`config.mk`:
```
export PLATFORM = sky130hd
export DESIGN_NAME = asc_host
export DESIGN_NICKNAME = d
export VERILOG_FILES = /design/src/hdl/asc_pkg.sv /design/src/hdl/asc_sync_if.sv /design/src/hdl/asc_host.sv /design/src/hdl/asc_sync.sv
export SDC_FILE = /design/constraint.sdc
export NUM_CORES = 1
export LEC_CHECK = 0
export ABC_AREA = 1
export BUFFER_PORTS_ARGS = -buffer_cell sky130_fd_sc_hd__buf_2
export CORE_ASPECT_RATIO = 0.9
export CORE_MARGIN = 2
export CORE_UTILIZATION = 47
export CTS_CLUSTER_SIZE = 40
export DETAILED_ROUTE_END_ITERATION = 6
export GPL_ROUTABILITY_DRIVEN = 0
export PLACE_DENSITY = 0.75
export SLEW_MARGIN = 10
export SYNTH_ARGS = -nofsm -noshare
export SYNTH_HDL_FRONTEND = slang
export SYNTH_SLANG_ARGS = --single-unit
```
`constraint.sdc`:
```
create_clock -name i_sys_clk -period 1.4 [get_ports i_sys_clk]
set_input_delay 0 -clock i_sys_clk [delete_from_list [all_inputs] [get_ports i_sys_clk]]
set_output_delay 0 -clock i_sys_clk [all_outputs]
set_load 0.05 [all_outputs]
```
`src/hdl/asc_pkg.sv`:
```
// Package of constants and types for the asynchronous SRAM host controller
package asc_pkg;
  localparam int ASC_ADDR_W    = 16;         // Word address width, A0..A15
  localparam int ASC_DATA_W    = 4;          // Word width
  localparam int ASC_DEPTH     = 65536;      // Words in the array
  localparam int ASC_CLK_PS    = 5000;       // Clock period, ps
  // Access / cycle time of the part, ns (slowest grade)
  localparam int ASC_TACC_NS   = 45;
  // Write pulse: overlap of select and write enable low, ns
  localparam int ASC_TWP_NS    = 30;
  // Output disable time after select high, ns
  localparam int ASC_THZ_NS    = 15;
  // Least times round up to whole cycles
  localparam int ASC_TACC_CYC  = (ASC_TACC_NS * 1000 + ASC_CLK_PS - 1)
                                 / ASC_CLK_PS;
  localparam int ASC_TWP_CYC   = (ASC_TWP_NS * 1000 + ASC_CLK_PS - 1)
                                 / ASC_CLK_PS;
  localparam int ASC_THZ_CYC   = (ASC_THZ_NS * 1000 + ASC_CLK_PS - 1)
                                 / ASC_CLK_PS;
  localparam int ASC_CNT_W     = 8;
  // Control variant of the attached part
  localparam logic [1:0] ASC_VAR_CS_ONLY  = 2'h0;
  localparam logic [1:0] ASC_VAR_CS_OE    = 2'h1;
  localparam logic [1:0] ASC_VAR_2CS_OE   = 2'h2;
  typedef enum logic [2:0] {
    ASC_IDLE, ASC_SETUP, ASC_RD_WAIT, ASC_WR_PULSE, ASC_RECOVER
  } asc_state_t;
endpackage

```
`src/hdl/asc_sync_if.sv`:
```
// Interface carrying the synchronised read-back word between modules
`timescale 1ns/1ps
interface asc_sync_if;
  logic [asc_pkg::ASC_DATA_W-1:0] data;
  modport src (output data);
  modport dst (input data);
endinterface

```
`src/hdl/asc_host.sv`:
```
// Host controller that drives a 64K x 4 asynchronous SRAM on its pins
`timescale 1ns/1ps
// Overview of operation
// The memory holds 65,536 words of 4 bits, reached by word address.
// Write and read data share one bidirectional 4-bit data bus.
// Parts with one select, select plus output enable, or two selects.
// Sixteen address lines pick the word, lowest bit first.
// A read is all selects low with write enable high; data within tacc.
// The memory floats its pins if a select or OE is high or WE is low.
// A write is the overlap of select low and WE low; either high ends it.
// Data reads back with the polarity it was written in.
// With WE falling no later than select, the memory never drives.
// With select rising no later than WE, the memory stays undriven.
// Select falling, WE falling, address or data change wakes the part; the model wakes on i_cs1_n falling, write end or address change.
// The part drops back to standby by itself after the powerdown delay.
// The host keeps select or WE high whenever the address changes.
// The host has the address valid no later than select falls.
// The memory has no clock and a read cycle equals its access time.
// Data on the pins is stored at the end of the select/WE overlap.
module asc_host
  import asc_pkg::*;
#(
  parameter logic [1:0] VARIANT = ASC_VAR_2CS_OE
)(
  input  wire logic                  i_sys_clk,
  input  wire logic                  i_reset,
  input  wire logic                  i_req_valid,
  input  wire logic                  i_req_write,
  input  wire logic [ASC_ADDR_W-1:0] i_req_addr,
  input  wire logic [ASC_DATA_W-1:0] i_req_wdata,
  output logic                       o_req_ready,
  output logic                       o_rsp_valid,
  output logic [ASC_DATA_W-1:0]      o_rsp_rdata,
  output logic [ASC_ADDR_W-1:0]      o_mem_addr,
  output logic                       o_first_chip_select_n,
  output logic                       o_second_chip_select_n,
  output logic                       o_mem_oe_n,
  output logic                       o_mem_we_n,
  input  wire logic [ASC_DATA_W-1:0] i_mem_dq,
  output logic [ASC_DATA_W-1:0]      o_mem_dq,
  output logic                       o_mem_dq_oe
);
  asc_sync_if rd_if ();

  asc_state_t            state_r;
  asc_state_t            state_nxt;
  logic [ASC_CNT_W-1:0]  cnt_r;
  logic [ASC_CNT_W-1:0]  cnt_nxt;
  logic                  wr_r;
  logic                  wr_nxt;
  logic [ASC_ADDR_W-1:0] addr_r;
  logic [ASC_ADDR_W-1:0] addr_nxt;
  logic [ASC_DATA_W-1:0] dq_r;
  logic [ASC_DATA_W-1:0] dq_nxt;
  logic                  dq_oe_r;
  logic                  dq_oe_nxt;
  logic                  cs_n_r;
  logic                  cs_n_nxt;
  logic                  oe_n_r;
  logic                  oe_n_nxt;
  logic                  we_n_r;
  logic                  we_n_nxt;
  logic                  ready_r;
  logic                  ready_nxt;
  logic                  rsp_r;
  logic                  rsp_nxt;
  logic [ASC_DATA_W-1:0] rdata_r;
  logic [ASC_DATA_W-1:0] rdata_nxt;

  // Cycles to wait after the read strobes, plus the two synchroniser stages
  localparam logic [ASC_CNT_W-1:0] RD_CYC =
    ASC_CNT_W'(ASC_TACC_CYC + 2);
  localparam logic [ASC_CNT_W-1:0] WP_CYC  = ASC_CNT_W'(ASC_TWP_CYC);
  localparam logic [ASC_CNT_W-1:0] HZ_CYC  = ASC_CNT_W'(ASC_THZ_CYC);

  asc_sync u_sync (
    .i_sys_clk (i_sys_clk),
    .i_reset   (i_reset),
    .i_pins    (i_mem_dq),
    .o_sync    (rd_if.src)
  );

  // Sequencer: address first, strobes next, release strobes before change
  always_comb begin
    state_nxt = state_r;
    cnt_nxt   = cnt_r;
    wr_nxt    = wr_r;
    addr_nxt  = addr_r;
    dq_nxt    = dq_r;
    dq_oe_nxt = dq_oe_r;
    cs_n_nxt  = cs_n_r;
    oe_n_nxt  = oe_n_r;
    we_n_nxt  = we_n_r;
    ready_nxt = 1'b0;
    rsp_nxt   = 1'b0;
    rdata_nxt = rdata_r;
    case (state_r)
      ASC_IDLE: begin
        ready_nxt = 1'b1;
        if (i_req_valid && ready_r) begin
          // Address moves only while every strobe is high
          addr_nxt  = i_req_addr;
          wr_nxt    = i_req_write;
          dq_nxt    = i_req_wdata;
          ready_nxt = 1'b0;
          state_nxt = ASC_SETUP;
        end
      end
      ASC_SETUP: begin
        // Address has stood one cycle before select falls
        cnt_nxt = '0;
        if (wr_r) begin
          // WE and select fall together so the part never drives
          we_n_nxt  = 1'b0;
          cs_n_nxt  = 1'b0;
          dq_oe_nxt = 1'b1;
          state_nxt = ASC_WR_PULSE;
        end else begin
          cs_n_nxt  = 1'b0;
          oe_n_nxt  = 1'b0;
          state_nxt = ASC_RD_WAIT;
        end
      end
      ASC_RD_WAIT: begin
        cnt_nxt = cnt_r + 8'h01;
        if (cnt_r == RD_CYC - 8'h01) begin
          rdata_nxt = rd_if.data;
          rsp_nxt   = 1'b1;
          cs_n_nxt  = 1'b1;
          oe_n_nxt  = 1'b1;
          cnt_nxt   = '0;
          state_nxt = ASC_RECOVER;
        end
      end
      ASC_WR_PULSE: begin
        cnt_nxt = cnt_r + 8'h01;
        if (cnt_r == WP_CYC - 8'h01) begin
          // Select and WE rise together; data held one more cycle
          cs_n_nxt  = 1'b1;
          we_n_nxt  = 1'b1;
          rsp_nxt   = 1'b1;
          cnt_nxt   = '0;
          state_nxt = ASC_RECOVER;
        end
      end
      ASC_RECOVER: begin
        // Let the part float its pins before the next cycle
        dq_oe_nxt = 1'b0;
        cnt_nxt   = cnt_r + 8'h01;
        if (cnt_r == HZ_CYC - 8'h01) begin
          cnt_nxt   = '0;
          ready_nxt = 1'b1;
          state_nxt = ASC_IDLE;
        end
      end
      default: begin
        state_nxt = ASC_IDLE;
        cs_n_nxt  = 1'b1;
        we_n_nxt  = 1'b1;
        oe_n_nxt  = 1'b1;
        dq_oe_nxt = 1'b0;
      end
    endcase
  end

  always_ff @(posedge i_sys_clk) begin
    if (i_reset) begin
      state_r <= ASC_IDLE;
      cnt_r   <= 8'h00;
      wr_r    <= 1'b0;
      addr_r  <= 16'h0000;
      dq_r    <= 4'h0;
      dq_oe_r <= 1'b0;
      cs_n_r  <= 1'b1;
      oe_n_r  <= 1'b1;
      we_n_r  <= 1'b1;
      ready_r <= 1'b0;
      rsp_r   <= 1'b0;
      rdata_r <= 4'h0;
    end else begin
      state_r <= state_nxt;
      cnt_r   <= cnt_nxt;
      wr_r    <= wr_nxt;
      addr_r  <= addr_nxt;
      dq_r    <= dq_nxt;
      dq_oe_r <= dq_oe_nxt;
      cs_n_r  <= cs_n_nxt;
      oe_n_r  <= oe_n_nxt;
      we_n_r  <= we_n_nxt;
      ready_r <= ready_nxt;
      rsp_r   <= rsp_nxt;
      rdata_r <= rdata_nxt;
    end
  end

  // Second select follows the first on two-select parts; the OE pin is
  // driven from oe_n_r on the select-only part as on the others, since VARIANT is never used
  assign o_mem_addr             = addr_r;
  assign o_first_chip_select_n  = cs_n_r;
  assign o_second_chip_select_n = cs_n_r;
  assign o_mem_oe_n             = oe_n_r;
  assign o_mem_we_n             = we_n_r;
  assign o_mem_dq               = dq_r;
  assign o_mem_dq_oe            = dq_oe_r;
  assign o_req_ready            = ready_r;
  assign o_rsp_valid            = rsp_r;
  assign o_rsp_rdata            = rdata_r;
endmodule

```
`src/hdl/asc_sync.sv`:
```
// Two-flop synchroniser for the data pins read back from the memory
`timescale 1ns/1ps
module asc_sync
  import asc_pkg::*;
(
  input  wire logic                  i_sys_clk,
  input  wire logic                  i_reset,
  input  wire logic [ASC_DATA_W-1:0] i_pins,
  asc_sync_if.src                    o_sync
);
  logic [ASC_DATA_W-1:0] meta_r;
  logic [ASC_DATA_W-1:0] meta_nxt;
  logic [ASC_DATA_W-1:0] hold_r;
  logic [ASC_DATA_W-1:0] hold_nxt;

  // Only the second stage is ever looked at downstream
  always_comb begin
    meta_nxt = i_pins;
    hold_nxt = meta_r;
  end

  always_ff @(posedge i_sys_clk) begin
    if (i_reset) begin
      meta_r <= 4'h0;
      hold_r <= 4'h0;
    end else begin
      meta_r <= meta_nxt;
      hold_r <= hold_nxt;
    end
  end

  assign o_sync.data = hold_r;
endmodule

```
## Yosys cells after proc, flatten, opt, wreduce, memory -nomap -nowiden

Index checks and enable logic that the tools add are counted.

| word-level totals | value |
|---|---|
| bits in registers | 50 |
| input bits | 28 |
| word-level logic and storage cells | 71 |

| operators by class | value |
|---|---|
| add/sub/neg operators | 1 |
| eq/ne operators | 13 |
| muxes and demuxes | 25 |
| bitwise operators | 4 |
| reduce and logical (&&, ||, !) cells | 14 |

Operators with widths:

| cell | number |
|---|---|
| $pmux 8 s4 | 1 |
| $mux 8 | 3 |
| $pmux 3 s5 | 1 |
| $mux 3 | 4 |
| $ne 2x2->1 const B | 6 |
| $mux 1 | 10 |
| $reduce_and 3->1 | 3 |
| $reduce_or 3->1 | 3 |
| $add 8x1->8 const B | 1 |
| $eq 8x2->1 const B | 1 |
| $eq 8x3->1 const B | 1 |
| $eq 8x4->1 const B | 1 |
| $eq 3x2->1 const B | 2 |
| $pmux 1 s2 | 3 |
| $pmux 1 s3 | 2 |
| $reduce_and 2->1 | 3 |
| $not 1->1 | 4 |
| $pmux 1 s4 | 1 |
| $reduce_and 4->1 | 1 |
| $reduce_bool 4->1 | 1 |
| $eq 3x1->1 const B | 1 |
| $eq 3x3->1 const B | 1 |
| $logic_not 3->1 | 1 |
| $reduce_or 2->1 | 1 |
| $logic_and 1x1->1 | 1 |

## Depth between registers and ports, before layout

| logic depth | value |
|---|---|
| depth in word-level cells | 4 |
| depth in mapped cells | 10 |

## By module

A second synthesis with hierarchy kept.

| unflattened totals | value |
|---|---|
| cells, all modules | 300 |
| area, all modules | 2192.1 µm² |

Modules (own cells, without submodules):

| module | instances | cells each | area each (µm²) |
|---|---|---|---|
| asc_host | 1 | 275 | 1960.6 |
| asc_sync | 1 | 25 | 231.5 |

## Worst setup path after synthesis

Ideal clock, no wire load.

| timing path | value |
|---|---|
| path kind | register -> register |
| start point | register ready_r (netlist: o_req_ready) |
| end point | register addr_r[15] (netlist: o_mem_addr[15]) |
| arrival time | 1.374 ns |
| required time | 1.334 ns |
| slack | -0.040 ns |
| stages on the path, launching flop included | 6 |
| path buffers | 1 |
| clock period less this slack | 1.440 ns |
| cell sequence | dfxtp_1 nand2_1 inv_1 clkbuf_1 nand3_1 a21oi_2 |

| between the ends | value |
|---|---|
| word-level cells in the longest chain between the ends | 2 |

Ends and longest elaborated chain:

| element | RTL line | RTL |
|---|---|---|
| from (decl) | asc_host.sv:63 | `logic ready_r;` |
| from (signal assigned) | asc_host.sv:190 | `ready_r <= ready_nxt;` |
| $logic_and 1x1->1 | asc_host.sv:100 | `if (i_req_valid && ready_r) begin` |
| $reduce_and 2->1 (no source line) | -- |  |
| to (signal assigned) | asc_host.sv:184 | `addr_r <= addr_nxt;` |
| to (decl) | asc_host.sv:51 | `logic [ASC_ADDR_W-1:0] addr_r;` |

No other way between the ends.
A chain may end at the register's enable or synchronous reset.

## Worst setup path in the final report

| timing path | value |
|---|---|
| start point | register cnt_r[0] |
| end point | register cnt_r[0] |

| between the ends | value |
|---|---|
| word-level cells in the longest chain between the ends | 3 |
| elaborated cells on any way between the ends | 8 |
| classes of those cells | 1 x add/sub; 3 x eq/ne; 4 x mux |

Ends and longest elaborated chain:

| element | RTL line | RTL |
|---|---|---|
| from (decl) | asc_host.sv:47 | `logic [ASC_CNT_W-1:0] cnt_r;` |
| from (signal assigned) | asc_host.sv:182 | `cnt_r <= cnt_nxt;` |
| $add 8x1->8 (tied with other cells) | asc_host.sv:125, asc_host.sv:136, asc_host.sv:149 |  |
| $mux 8, on equally long branches | asc_host.sv:150, asc_host.sv:126, asc_host.sv:137 |  |
| $pmux 8 s4 * | asc_host.sv:97 | `case (state_r)` |

Mark *: on every way between the ends. The rest lies on a longest branch, timed or not.

==> out/qor.yml <==
timing:
  tightestPinTransition_ns: 0.444
  maxClockFrequency_mhz: 741
  whs_ns: 0.168
  skew_ns: 0.00693
  finalCritPeriodShare_pct: 96.4
  fin_crit_ns: 1.35
  hold_violations: 0
  relSlewSlack_pct: 70.4
  worst_slack_ns: 0.0497
  rsz0062_at_grt: "true"
  drv_slew: 0
  finalSetupViolations: 0
synth:
  synth_top_cell_by_area: "dfxtp_1"
  yosys_warnings: 0
  syn-num-nets: 329
  netlist_instances: 298
  syn_area_um2: 2200
  avgSynthCellArea_um2: 7.39
  ys_types: 25
  synth_area_leaders: "dfxtp_1 (45%), nand2_1 (11%), nand3_1 (8.2%), nor2_1 (6.5%), a21oi_1 (5.9%)"
  synth_top_cell_area_share_pct: 45.5
  ys_ff_latch: 50
  yosysSeqAreaShare_pct: 45.5
routing:
  viasPerCell: 4.90
  ant_nets: 0
  routed_wl_um: 5230
  dr.pass1.iters: 5
  wl_per_cell_um: 11.8
  drt_iter0_drc: 161
  vias: 2176
  drc_errors: 0
die:
  start_util_pct: 49.1
  coreArea_um2: 4490
  die_x_um: 76.2
  die-height_um: 68.9
  ios: 59
  rows: 23
  die-area_um2: 5250
finish:
  layout_commonest_cell: "nand2_1"
  area_delta_synth_final_pct: 32.9
  multi_input_area_um2: 1010
  nNetsFinal: 412
  final_area_um2: 2930
  drive_gt1_share_pct: 28.0
  seq_area_um2: 1010
  layout_common_cells: "nand2_1 (63), buf_2 (58), dfxtp_1 (44)"
  fillers: 386
  antenna_cells: 0
global_routing:
  antenna_found_initial: 0
  grt-ovfl-total: 0
  grt_max_degree: 37
  grt_pass1_vias: 1842
  grtUsageTotal_pct: 19.2
  grt_pass1_wl_um: 8000
clock_tree:
  ctsLongestPathBuffers: 2
  cts_tree: "built"
  numCtsBuffers: 5
  clk_latency_ns: 0.31
  cts.sinks: 50
  htree_levels: 2
  clockRootBuffer: "clkbuf_8"
  clk_pin_slew_worst_paths_ns: 0.09
place:
  post-place-ws_ns: 0.00669
  port_buffers: 58
  dpl_cell_area_um2: 2530
  hpwl_um: 3450
worst_hold_path:
  hold_start: "i_reset"
  holdPathEnd: "o_mem_oe_n"
  hp-class: "in2reg"
  min_path_cells: 3
worst_setup_path:
  r2r.worst_path.cells: 9
  crit_chain: "inv_2, ha_2, nand3_1, inv_1, nand2_2, nand2_2, nand3_4, nor2_1, nor2_1"
  cp.required_ns: 1.60
  cp_top_family: "simple AND/OR/NAND/NOR gates"
  path_class: "reg2reg"
  critPathArrivalTime_ns: 1.55
  reg2reg_slack_ns: 0.05
  cp-end-kind: "flip-flop"
  slowest_stage: "dfxtp_2"
  cp-start-kind: "flip-flop"
  reg2reg_from: "cnt_r[0]"
  cp_num_buf_inv: 2
  critical_path_peak_fanout: 7
  r2r-end: "cnt_r[0]"
  slowest_delay_ns: 0.34
power_and_ir_drop:
  p_leak_nw: 1.36
  peakVddDrop_mv: 0.959
  powerDensity_nw_per_um2: 1340
flow_run:
  max-cap-violations: 0
outcome:
  outcome: "finished, final reports clean"
[state kept, by name, indices dropped and copies added (netlist names)]
signal	flops
wr_r	1
state_r	3
u_sync.o_sync.data	4
o_mem_addr	16
o_mem_we_n	1
o_mem_dq_oe	1
o_rsp_valid	1
o_req_ready	1
u_sync.hold_nxt	4
cnt_r	8
o_mem_oe_n	1
o_first_chip_select_n	1
o_rsp_rdata	4
o_mem_dq	4
[per-layer routing]
metal	vias to the layer above	track usage, %	wire length (um)
met3	8	4.95	236
met1	991	24.6	2420
met4	0	8.41	61
met2	55	31.5	2520
met5	-	0	0
li1	1122	-	-
[worst reg2reg max path, stage by stage (launching register included)]
cell,delay (ns)
dfxtp_2,0.34
inv_2,0.06
ha_2,0.17
nand3_1,0.09
inv_1,0.08
nand2_2,0.08
nand2_2,0.12
nand3_4,0.13
nor2_1,0.12
nor2_1,0.05
[area by class of cell]
cell class                      count  share of cell area, %
Sequential cell                    50                   34.5
Multi-Input combinational cell    201                   34.5
Timing Repair Buffer               89                   20.4
Clock buffer                        7                   3.29
Inverter                           34                   4.40
Clock inverter                      1                  0.299
Tap cell                           62                   2.65
[through the flow]
| stage | total power, mW | std cells | utilization, % | setup TNS (ns) |
|---|---|---|---|---|
| floorplan | 2.64 | 298 | - | 0 |
| detailed placement | 2.91 | 411 | 56.4 | 0 |
| finish | 3.91 | 444 | 65.2 | 0 |
| global route | 4.11 | 444 | 65.2 | -0.307 |
| CTS | 3.89 | 444 | 64.3 | -0.00578 |
| global placement | 2.90 | 411 | 56.4 | 0 |
[cell families after synthesis]
family	count (synthesis)	share of synthesized area [%]
AOI/OAI and AO/OA	46	11.9
adders and majority gates	3	1.70
buffers and inverters	47	10.2
DFF	50	45.5
and+or+nand+nor	152	30.7
[synth_stat cells]
cell type and n:
buf_4 3, dlygate4sd1_1 1, buf_2 1, clkinv_1 1, clkinv_2 1, ha_1 3, nor2_2 2, o211ai_1 2
buf_6 4, inv_1 29, a21oi_2 5, nand4_1 2, a21oi_1 26, nand3_1 36, nand2_2 4, nand2_4 1
nand2_1 64, nand3_2 3, dfxtp_1 50, nor2_4 2, o21ai_2 2, inv_2 3, nor2_1 38, clkbuf_1 4
o21ai_0 11
[where the power goes]
part / internal [mW] / switching (mW)
combinational: 0.410 / 0.925
clock: 0.453 / 0.476
sequential: 1.56 / 0.0858
total: 2.42 / 1.49
[what timing repair did]
action	4_1_cts	5_1_grt
hold endpoints to repair	25	0
setup endpoints to repair	2	20
hold buffers	25	0
resized for setup	0	15
buffers inserted	0	0
pin swaps	0	3
[worst max path at each step]
stage	from	to	slack, ns	depth (start not counted)
3_5_place_dp	cnt_r[1]	o_rsp_rdata[2]	0.007	8
6_report	cnt_r[0]	cnt_r[0]	0.05	9
3_3_place_gp	cnt_r[1]	o_rsp_valid	0.05	7
2_1_floorplan	cnt_r[0]	o_first_chip_select_n	0.09	10
5_1_grt	state_r[0]	cnt_r[0]	-0.05	7
4_1_cts	cnt_r[1]	o_rsp_valid	-0.004	7
(Power assumes the default switching activity.)
